`src/verilog/bffs_pkg.sv`:
```
// package for buck fault status flag logic: offsets, field positions, timing counts
// assumes a 20 MHz device clock
package bffs_pkg;
    // ****************************************
    // register map
    // ****************************************
    localparam logic [3:0] BFFS_ADDR_STATUS1 = 4'h5;
    localparam logic [3:0] BFFS_ADDR_STATUS2 = 4'h6;
    localparam int BFFS_WORD_W = 24;
    localparam logic [23:0] BFFS_RESET_WORD = 24'h00_0000;
    // thermal_ontime_diag_status fields
    localparam int S2_CH2_OVT = 23;
    localparam int S2_CH2_WARN2 = 22;
    localparam int S2_CH2_WARN1 = 21;
    localparam int S2_CH1_LONG = 20;
    localparam int S2_CH2_LONG = 19;
    // buck_output_diag_status fields
    localparam int S1_CH1_OVT = 5;
    localparam int S1_CH1_WARN2 = 4;
    localparam int S1_CH1_WARN1 = 3;
    localparam int S1_CH1_SHORT = 2;
    localparam int S1_CH2_SHORT = 1;
    localparam int PARITY_BIT = 0;
    // ****************************************
    // timing
    // ****************************************
    localparam int CLK_HZ = 20_000_000;
    localparam int OVT_FILTER_US = 32;
    localparam int OVT_FILTER_CYC = (OVT_FILTER_US * (CLK_HZ / 1_000_000));
    localparam int AUTO_RESTART_MS = 100;
    localparam int AUTO_RESTART_CYC = AUTO_RESTART_MS * (CLK_HZ / 1000);
    localparam int LONG_OFF_US = 10;
    localparam int LONG_OFF_CYC = LONG_OFF_US * (CLK_HZ / 1_000_000);
    localparam logic [5:0] SHORT_CYCLE_LIMIT = 6'h20;
endpackage

```
`src/verilog/bffs_channel.sv`:
```
// one buck channel: short and long on-time detection, long on-time off timer
// assumes event strobes are one-cycle pulses on the device clock
`timescale 1ns/100ps
module bffs_channel
    import bffs_pkg::*;
#(
    parameter int OFF_CYC = LONG_OFF_CYC
) (
    // clock and reset
    input wire logic clk,
    input wire logic rst_b,
    input wire logic clk_en,
    // switching cycle events
    input wire logic cycle_end,
    input wire logic short_on,
    input wire logic at_max_on,
    // clears
    input wire logic clr_short,
    input wire logic clr_long,
    // flags
    output logic short_flag,
    output logic long_flag,
    output logic long_off
);
    logic [5:0] short_cnt_reg;
    logic prev_max_reg;
    logic [15:0] off_cnt_reg;
    logic long_evt;

    assign long_evt = cycle_end && at_max_on && prev_max_reg;

    always_ff @(posedge clk or negedge rst_b) begin
        if (!rst_b) begin
            short_cnt_reg <= 6'h00;
            short_flag <= 1'b0;
        end else if (clk_en) begin
            if (cycle_end && short_on && short_cnt_reg <= SHORT_CYCLE_LIMIT) begin
                short_cnt_reg <= short_cnt_reg + 6'h01;
            end
            if (cycle_end && short_on && short_cnt_reg == SHORT_CYCLE_LIMIT) begin
                short_flag <= 1'b1;
                short_cnt_reg <= 6'h00;
            end else if (clr_short) begin
                short_flag <= 1'b0;
            end
        end
    end

    always_ff @(posedge clk or negedge rst_b) begin
        if (!rst_b) begin
            prev_max_reg <= 1'b0;
            long_flag <= 1'b0;
            off_cnt_reg <= 16'h0000;
            long_off <= 1'b0;
        end else if (clk_en) begin
            if (cycle_end) begin
                prev_max_reg <= at_max_on && !long_evt;
            end
            // set wins over a simultaneous clear
            if (long_evt) begin
                long_flag <= 1'b1;
            end else if (clr_long) begin
                long_flag <= 1'b0;
            end
            if (long_evt) begin
                off_cnt_reg <= 16'(OFF_CYC - 1);
                long_off <= 1'b1;
            end else if (off_cnt_reg != 16'h0000) begin
                off_cnt_reg <= off_cnt_reg - 16'h0001;
            end else begin
                long_off <= 1'b0;
            end
        end
    end
endmodule // bffs_channel

```
`src/verilog/bffs_top.sv`:
```
// fault status flag logic for two buck channels with read-and-clear status words
// assumes temperature comparator levels arrive from the analog side (async pins)
// How it works
// - in active mode channel-one over-temperature is flagged only after the indication outlasts the filter.
// - in active mode that flag holds buck one off until a read-and-clear below hysteresis.
// - in limp home the flag is re-checked each restart period and cleared only if below hysteresis.
// - the level-two warnings are live, unlatched bits with hysteresis.
// - the level-one warnings are live, unlatched bits with hysteresis.
// - more than 32 short on-time cycles, not consecutive, set the short on-time flag.
// - a set short on-time flag keeps its buck off until a read-and-clear.
// - in limp home the channel-one short on-time flag is cleared each restart period.
// - channel-two over-temperature holds buck two off until a valid read-and-clear.
// - two consecutive cycles at maximum on-time set the long on-time flag.
// - each long on-time event idles the buck for an off interval; the flag stays latched.
// - in limp home the channel-one long on-time flag is cleared each restart period.
// - the second status word answers at address six with mixed field access.
// - bit 0 of every status word makes the word's parity odd.
`timescale 1ns/100ps
module bffs_top
    import bffs_pkg::*;
#(
    parameter int RESTART_CYC = AUTO_RESTART_CYC
) (
    // clock and reset
    input wire logic clk,
    input wire logic rst_b,
    input wire logic clk_en,
    // mode
    input wire logic limp_home_mode,
    // temperature comparators, per channel: shutdown, hysteresis-release, warnings
    input wire logic ch1_tsd_hot,
    input wire logic ch1_tsd_cool,
    input wire logic ch1_tw1_hot,
    input wire logic ch1_tw1_cool,
    input wire logic ch1_tw2_hot,
    input wire logic ch1_tw2_cool,
    input wire logic ch2_tsd_hot,
    input wire logic ch2_tsd_cool,
    input wire logic ch2_tw1_hot,
    input wire logic ch2_tw1_cool,
    input wire logic ch2_tw2_hot,
    input wire logic ch2_tw2_cool,
    // switching cycle events from the buck controllers
    input wire logic ch1_cycle_end,
    input wire logic ch1_short_on,
    input wire logic ch1_at_max_on,
    input wire logic ch2_cycle_end,
    input wire logic ch2_short_on,
    input wire logic ch2_at_max_on,
    // status access from the serial front end
    input wire logic rd_strobe,
    input wire logic rd_clear,
    input wire logic [3:0] rd_addr,
    output logic [23:0] rd_data,
    output logic rd_valid,
    // buck enables
    output logic ch1_buck_en,
    output logic ch2_buck_en
);
    // ****************************************
    // synchronisers: change counts once stages two and three agree
    // ****************************************
    localparam int NSYNC = 12;
    logic [NSYNC-1:0] raw_in, s1_reg, s2_reg, s3_reg, lvl_reg;
    assign raw_in = {ch1_tsd_hot, ch1_tsd_cool, ch1_tw1_hot, ch1_tw1_cool, ch1_tw2_hot,
        ch1_tw2_cool, ch2_tsd_hot, ch2_tsd_cool, ch2_tw1_hot, ch2_tw1_cool, ch2_tw2_hot,
        ch2_tw2_cool};

    always_ff @(posedge clk or negedge rst_b) begin
        if (!rst_b) begin
            s1_reg <= '0;
            s2_reg <= '0;
            s3_reg <= '0;
            lvl_reg <= '0;
        end else if (clk_en) begin
            s1_reg <= raw_in;
            s2_reg <= s1_reg;
            s3_reg <= s2_reg;
            lvl_reg <= (s2_reg & s3_reg) | (lvl_reg & (s2_reg | s3_reg));
        end
    end

    logic t1_hot, t1_cool, t1w1h, t1w1c, t1w2h, t1w2c;
    logic t2_hot, t2_cool, t2w1h, t2w1c, t2w2h, t2w2c;
    assign {t1_hot, t1_cool, t1w1h, t1w1c, t1w2h, t1w2c,
        t2_hot, t2_cool, t2w1h, t2w1c, t2w2h, t2w2c} = lvl_reg;

    function automatic logic odd_par(input logic [23:1] w);
        return ~^w;
    endfunction

    // ****************************************
    // live warnings with hysteresis
    // ****************************************
    logic ch1_warn_level1, ch1_warn_level2, ch2_warn_level1, ch2_warn_level2;

    function automatic logic hyst(input logic cur, input logic hot, input logic cool);
        return hot ? 1'b1 : (cool ? 1'b0 : cur);
    endfunction

    always_ff @(posedge clk or negedge rst_b) begin
        if (!rst_b) begin
            ch1_warn_level1 <= 1'b0;
            ch1_warn_level2 <= 1'b0;
            ch2_warn_level1 <= 1'b0;
            ch2_warn_level2 <= 1'b0;
        end else if (clk_en) begin
            ch1_warn_level2 <= hyst(ch1_warn_level2, t1w2h, t1w2c);
            ch2_warn_level2 <= hyst(ch2_warn_level2, t2w2h, t2w2c);
            ch1_warn_level1 <= hyst(ch1_warn_level1, t1w1h, t1w1c);
            ch2_warn_level1 <= hyst(ch2_warn_level1, t2w1h, t2w1c);
        end
    end

    // ****************************************
    // over-temperature filters and auto-restart timer
    // ****************************************
    logic [9:0] f1_cnt_reg, f2_cnt_reg;
    logic ch1_overtemp_flag_evt, ch2_overtemp_flag_evt;
    logic [23:0] restart_cnt_reg;
    logic restart_tick;

    // "more than" the filter time: the flag fires one cycle past the count
    assign ch1_overtemp_flag_evt = t1_hot && (f1_cnt_reg == 10'(OVT_FILTER_CYC));
    assign ch2_overtemp_flag_evt = t2_hot && (f2_cnt_reg == 10'(OVT_FILTER_CYC));
    assign restart_tick = limp_home_mode && (restart_cnt_reg == 24'h00_0000);

    always_ff @(posedge clk or negedge rst_b) begin
        if (!rst_b) begin
            f1_cnt_reg <= 10'h000;
            f2_cnt_reg <= 10'h000;
        end else if (clk_en) begin
            f1_cnt_reg <= !t1_hot ? 10'h000 : (ch1_overtemp_flag_evt ? f1_cnt_reg : f1_cnt_reg + 10'h001);
            f2_cnt_reg <= !t2_hot ? 10'h000 : (ch2_overtemp_flag_evt ? f2_cnt_reg : f2_cnt_reg + 10'h001);
        end
    end

    always_ff @(posedge clk or negedge rst_b) begin
        if (!rst_b) begin
            restart_cnt_reg <= 24'h00_0000;
        end else if (clk_en) begin
            if (!limp_home_mode || restart_tick) begin
                restart_cnt_reg <= 24'(RESTART_CYC - 1);
            end else begin
                restart_cnt_reg <= restart_cnt_reg - 24'h00_0001;
            end
        end
    end

    // ****************************************
    // read-and-clear decode
    // ****************************************
    logic rc1, rc2;
    assign rc1 = rd_strobe && rd_clear && rd_addr == BFFS_ADDR_STATUS1;
    assign rc2 = rd_strobe && rd_clear && rd_addr == BFFS_ADDR_STATUS2;

    logic ch1_short_ontime_flag, ch2_short_ontime_flag;
    logic ch1_long_ontime_flag, ch2_long_ontime_flag;
    logic ch1_long_off, ch2_long_off;

    bffs_channel u_ch1 (
        .clk(clk),
        .rst_b(rst_b),
        .clk_en(clk_en),
        .cycle_end(ch1_cycle_end),
        .short_on(ch1_short_on),
        .at_max_on(ch1_at_max_on),
        .clr_short(rc1 || restart_tick),
        .clr_long(rc2 || restart_tick),
        .short_flag(ch1_short_ontime_flag),
        .long_flag(ch1_long_ontime_flag),
        .long_off(ch1_long_off)
    );

    bffs_channel u_ch2 (
        .clk(clk),
        .rst_b(rst_b),
        .clk_en(clk_en),
        .cycle_end(ch2_cycle_end),
        .short_on(ch2_short_on),
        .at_max_on(ch2_at_max_on),
        .clr_short(rc1),
        .clr_long(rc2),
        .short_flag(ch2_short_ontime_flag),
        .long_flag(ch2_long_ontime_flag),
        .long_off(ch2_long_off)
    );

    // ****************************************
    // over-temperature flags
    // ****************************************
    logic ch1_overtemp_flag, ch2_overtemp_flag;

    always_ff @(posedge clk or negedge rst_b) begin
        if (!rst_b) begin
            ch1_overtemp_flag <= 1'b0;
            ch2_overtemp_flag <= 1'b0;
        end else if (clk_en) begin
            if (ch1_overtemp_flag_evt) begin
                ch1_overtemp_flag <= 1'b1;
            end else if (restart_tick) begin
                ch1_overtemp_flag <= !t1_cool;
            end else if (rc1 && t1_cool) begin
                ch1_overtemp_flag <= 1'b0;
            end
            if (ch2_overtemp_flag_evt) begin
                ch2_overtemp_flag <= 1'b1;
            end else if (rc2 && t2_cool) begin
                ch2_overtemp_flag <= 1'b0;
            end
        end
    end

    // ****************************************
    // buck gating
    // ****************************************
    always_ff @(posedge clk or negedge rst_b) begin
        if (!rst_b) begin
            ch1_buck_en <= 1'b0;
            ch2_buck_en <= 1'b0;
        end else if (clk_en) begin
            ch1_buck_en <= !ch1_overtemp_flag && !ch1_short_ontime_flag
                && !ch1_long_off;
            ch2_buck_en <= !ch2_overtemp_flag && !ch2_short_ontime_flag
                && !ch2_long_off;
        end
    end

    // ****************************************
    // status words: sampled before the clear lands
    // ****************************************
    logic [23:1] w1, w2;
    always_comb begin
        w1 = '0;
        w1[S1_CH1_OVT] = ch1_overtemp_flag;
        w1[S1_CH1_WARN2] = ch1_warn_level2;
        w1[S1_CH1_WARN1] = ch1_warn_level1;
        w1[S1_CH1_SHORT] = ch1_short_ontime_flag;
        w1[S1_CH2_SHORT] = ch2_short_ontime_flag;
        w2 = '0;
        w2[S2_CH2_OVT] = ch2_overtemp_flag;
        w2[S2_CH2_WARN2] = ch2_warn_level2;
        w2[S2_CH2_WARN1] = ch2_warn_level1;
        w2[S2_CH1_LONG] = ch1_long_ontime_flag;
        w2[S2_CH2_LONG] = ch2_long_ontime_flag;
    end

    always_ff @(posedge clk or negedge rst_b) begin
        if (!rst_b) begin
            rd_data <= BFFS_RESET_WORD;
            rd_valid <= 1'b0;
        end else if (clk_en) begin
            rd_valid <= rd_strobe;
            if (rd_strobe) begin
                if (rd_addr == BFFS_ADDR_STATUS2) begin
                    rd_data <= {w2, odd_par(w2)};
                end else if (rd_addr == BFFS_ADDR_STATUS1) begin
                    rd_data <= {w1, odd_par(w1)};
                end else begin
                    rd_data <= {23'h00_0000, 1'b1};
                end
            end
        end
    end
endmodule // bffs_top
```
`config.mk`:
```
export PLATFORM = sky130hd
export DESIGN_NAME = bffs_top
export DESIGN_NICKNAME = d
export VERILOG_FILES = /design/src/verilog/bffs_pkg.sv /design/src/verilog/bffs_channel.sv /design/src/verilog/bffs_top.sv
export SDC_FILE = /design/constraint.sdc
export NUM_CORES = 1
export LEC_CHECK = 0
export BUFFER_PORTS_ARGS = -buffer_cell sky130_fd_sc_hd__buf_2
export CAP_MARGIN = 20
export CORE_MARGIN = 3
export CORE_UTILIZATION = 50
export DETAILED_ROUTE_END_ITERATION = 8
export PLACE_DENSITY = 0.66
export SETUP_SLACK_MARGIN = 0.1
export SLEW_MARGIN = 20
export SYNTH_ARGS = -nofsm -noshare
export SYNTH_HDL_FRONTEND = slang
export SYNTH_SLANG_ARGS = --single-unit
```
`constraint.sdc`:
```
create_clock -name clk -period 5 [get_ports clk]
set_input_delay 0.75 -clock clk [delete_from_list [all_inputs] [get_ports clk]]
set_output_delay 0.75 -clock clk [all_outputs]
set_load 0.02 [all_outputs]
```
**Word-level counts from Yosys, hierarchy flattened**

Index checks and enable logic that the tools add are counted.

- $add $sub $neg: 7
- Multipliers: 0
- Div/mod/pow operators: 0
- $lt $le $gt $ge: 2
- Equality and inequality tests: 10
- Shifts and indexed selects: 0
- Muxes and demuxes: 40
- Bitwise logic cells: 4
- Reduce and logical (&&, ||, !) cells: 77

Operators with widths:

| kind | count |
|---|---|
| two-way mux 16 bit | 4 |
| two-way mux 24 bit | 2 |
| XNOR reduction 23 bit | 2 |
| AND reduction 2 bit | 21 |
| two-way mux 10 bit | 4 |
| nonzero test 16 bit | 2 |
| subtractor 16 x 1 -> 16 bit (second input constant) | 2 |
| two-way mux 6 bit | 5 |
| nonzero test 2 bit | 13 |
| two-way mux 1 bit | 25 |
| bitwise AND 12 bit | 2 |
| logical AND 1 bit | 24 |
| zero test 24 bit | 1 |
| OR 12 bit | 2 |
| subtractor 24 x 1 -> 24 bit (second input constant) | 1 |
| adder 10 x 1 -> 10 bit (second input constant) | 2 |
| == test 10 bit (second input constant) | 2 |
| adder 6 x 1 -> 6 bit (second input constant) | 2 |
| == test 6 bit (second input constant) | 2 |
| less-or-equal comparator 6 bit (second input constant) | 2 |
| zero test 1 bit | 10 |
| == test 4 x 3 -> 1 bit (second input constant) | 2 |
| != test 2 x 1 -> 1 bit (second input constant) | 2 |
| != test 2 bit (second input constant) | 2 |
| 2 further kinds | 4 |

- Bits in registers: 177
- Latch bits: 0
- Memory bits (writable): 0
- Memory bits (read-only): 0
- Bits of input ports: 28
- Output and inout bits: 27
- Memories: 0

**Longest topological paths before layout**

- Depth in word-level cells: 6
- Gate-level depth with buffers: 7
- Mapped depth without buffers: 6

**Cells and area by module**

A second synthesis with hierarchy kept.

- Cells, all modules: 820
- Area total of the unflattened synthesis: 8289.2 um^2

Modules (own cells, without submodules):

| module | instances | cells each | area an instance (um^2) |
|---|---|---|---|
| bffs_top | 1 | 513 | 5395.2 |
| bffs_channel (u_ch2) | 1 | 159 | 1492.7 |
| bffs_channel (u_ch1) | 1 | 148 | 1401.3 |

**Least setup slack after synthesis**

No wires, ideal clock.

- Kind: input -> register
- From: in clk_en
- To: reg u_ch2.off_cnt_reg[11]
- Library setup time: 78 ps
- Arrival: 2348 ps
- Data required time: 4922 ps
- Setup slack: 2574 ps
- Stages: 5
- Path buffers: 1
- Cells stage by stage: clkbuf_1 or3b_1 or3_1 or4_1 a21oi_1

- Longest elaborated chain between the ends: 1

RTL lines:

| what | line | RTL |
|---|---|---|
| from (decl) | bffs_top.sv:27 | `input wire logic clk_en,` |
| AND reduction 2 bit (no line) | n/a |  |
| to (signal assigned) | bffs_channel.sv:66 | `off_cnt_reg <= 16'(OFF_CYC - 1);` |
| to (signal assigned) | bffs_channel.sv:69 | `off_cnt_reg <= off_cnt_reg - 16'h0001;` |
| to (decl) | bffs_channel.sv:27 | `logic [15:0] off_cnt_reg;` |

No other way between the ends.
A chain may end at the register's enable or synchronous reset.

**Final worst setup path**

Same ends and word-level chain as after synthesis.

==> impl_metrics.csv <==
group,metric,value,unit
timing,timing.final.crit_share,49.0,%
worst_setup_path,criticalPathCategory,"in2reg",
floorplanning,placementRows,45,
timing,slew_viol_final,0,
place,gp_congestion,0.876,
clock_tree,cts.sinks,164,
place,dpl.hpwl,11.6,mm
yosys,synth-xor-area-share,2.89,%
yosys,synth_top_family_by_area,"simple AND/OR/NAND/NOR gates",
final_layout,n_antenna_cell,0,
clock_tree,cts_tree,"yes",
routing,remaining_drc_errors,0,
min_path,holdCritPathClass,"in2async",
clock_tree,cts_max_level,4,
yosys,ys_warn_count,0,
yosys,post-synth-top-area-cell,"dfrtp_1",
yosys,ys_seq_elements,164,
timing,finalHoldViolCount,0,
final_layout,stdcell_count,1061,
power,ir_drop,0.265,mV
final_layout,largest_register_ffs,24,
routing,dr_total_vias,6173,
worst_setup_path,crit_path_cell_trace,"buf_4, or3b_1, or3_1, or4_1, a21oi_1",
clock_tree,cts_buffer_depth,2,
routing,final_antenna_net_count,0,
worst_setup_path,cp_max_fo,60,
final_layout,drive_above_1_share,15.6,%
job,drv_cap,0,
worst_setup_path,critPathCaptureType,"flop",
worst_setup_path,crit_arrival,2810,ps
global_routing,grt_pass1_vias,5981,
final_layout,final_cell_mix,"164 x dfrtp_1, 71 x o21ai_0, 66 x nand2_1",
power,static-leakage-power,3.95,nW
yosys,muxShareOfSynthArea,3.88,%
global_routing,grt_max_degree,109,
floorplanning,ios,55,
place,dp.cells,1028,
worst_setup_path,cp.depth,5,
worst_setup_path,critPathBufInv,1,
timing,min_period,2450,ps
worst_setup_path,path_delay_family,"simple AND/OR/NAND/NOR gates",
yosys,synth_top_area_share,50.9,%
yosys,synth_fa_ha_area_share,2.17,%
worst_setup_path,slowest_delay,490,ps
global_routing,grt_pass1_wl,29.5,mm
global_routing,track_usage,20.4,%
global_routing,antenna_found_initial,0,
clock_tree,cts_resized,0,
clock_tree,clock_latency,440,ps
power,power.density,459,mW/mm^2
floorplanning,die-area,0.0177,sq mm
routing,vias_per_cell,5.82,
worst_setup_path,required,5350,ps
clock_tree,cts-root-buf,"clkbuf_16",
final_layout,area_delta_synth_final,12.8,%
clock_tree,cts_buffers,17,
timing,final.setup_skew,8.70,ps
routing,wl_per_cell,16.3,um
yosys,synth_area_leaders,"dfrtp_1 51%, o21ai_0 4.4%, mux2_2 3.6%",
yosys,synth_compound_area_share,17.4,%
place,pre_cts_ws,2090,ps
timing,setup_viol,0,
floorplanning,start_util,52.1,%
final_layout,final_common_cell,"dfrtp_1",
routing,firstDrtPassIters,5,
yosys,synth_area,0.00807,sq mm
timing,tns,0,ps
floorplanning,design.core.area,0.0155,sq mm
worst_setup_path,startpoint_type,"input port",
yosys,ys_types,72,
yosys,synth_edf_count,0,
global_routing,overflow,0,
clock_tree,cts_setup_buffers,0,
run_status,status,"completed",
timing,fmax,408,MHz
yosys,async_flop_share,100,%
timing,worst_pin_slew,887,ps
final_layout,nets,879,
routing,wirelength,17.3,mm
floorplanning,fp.dieW,133,um
worst_setup_path,reg2reg_depth,4,
yosys,synth-simple-area-share,18.3,%
clock_tree,path_clk_slew,70,ps
clock_tree,hold_buffers,0,
yosys,syn_area_per_cell,10.1,sq um
yosys,synthCells,799,
timing,setup_slack,2550,ps
yosys,ys.flop_type,"dfrtp_1",
timing,rsz0062_at_grt,"false",
floorplanning,die_h,133,um
worst_setup_path,crit_slowest_cell,"or3b_1",
timing,relSlewSlack,40.7,%
yosys,synth.yosys.seq_area_share,50.9,%
routing,drt-initial-drc-count,413,
place,port_buffers,41,
synth_stat cells (5+ instances only):
cell type	count
o31ai_1	23
buf_4	13
nand4b_1	7
o21ai_0	71
clkbuf_1	24
inv_1	36
nand2b_1	9
nor2_1	42
mux2_2	26
a22o_1	19
a21oi_1	55
o211ai_1	6
nand4_1	12
nand3_1	21
xnor2_1	9
and4_1	5
or4_1	21
nor4_1	13
and3_1	8
nor3_1	18
dfrtp_1	164
a31oi_1	8
ha_1	14
nand2_1	66
or2_2	7
or3_1	9
xor2_1	15
cell type report:
type                            instances  area [sq um]
Tap cell                              211           264
Clock buffer                           17           425
Sequential cell                       164          4100
Fill cell                            1311          6390
Inverter                               37           139
Timing Repair Buffer                   50           302
Clock inverter                         15           208
Multi-Input combinational cell        567          3650
worst paths after layout:
path                                                  from                           endpoint  slack [ps]
setup / recovery                                    clk_en  u_ch2.off_cnt_reg[11]$_DFFE_PN0P_        2550
hold / removal                                       rst_b  u_ch1.off_cnt_reg[10]$_DFFE_PN0P_         180
setup reg to reg           restart_cnt_reg[12]$_DFFE_PN0P_       u_ch1.short_flag$_DFFE_PN0P_        2630
hold reg to reg                 u_ch2.long_off$_DFFE_PN0P_            ch2_buck_en$_DFFE_PN0P_         490
max in group asynchronous                            rst_b          f1_cnt_reg[1]$_DFFE_PN0P_        3670
min in group clk                u_ch2.long_off$_DFFE_PN0P_            ch2_buck_en$_DFFE_PN0P_         490
per-layer routing:
metal | track usage, % | up-vias | part of all wire (%)
met5 | 0 | - | 0
met4 | 6.99 | 0 | 1.2
met3 | 4.87 | 18 | 4.0
met2 | 32.5 | 123 | 49
met1 | 27.5 | 3037 | 46
li1 | - | 2995 | -
cell families (layout without fill, tap and decap cells):
family                   count (synthesis)  in the layout
adder cells (fa/ha/maj)                 14             14
flip-flops                             164            164
buffers and inverters                   80            119
multiplexers                            28             28
AO/OA/AOI/OAI                          220            220
other                                    1             13
AND/OR/NAND/NOR                        267            267
XOR/XNOR                                25             25
report_power, final:
group          switching [mW]  internal (mW)
Combinational           0.465          0.384
Clock                   0.602          0.813
Sequential              0.303           1.61
Total                    1.37           2.81
through the flow:
stage	util, %	area [sq um]	hold slack [ps]	total power, mW
2_1_floorplan	-	8110	426	2.52
3_3_place_gp	54.4	8430	479	2.72
3_5_place_dp	54.5	8440	484	2.78
4_1_cts	58.6	9070	480	4.21
5_1_grt	58.7	9100	183	4.45
6_report	58.7	9100	179	4.18
(Power assumes the default switching activity.)
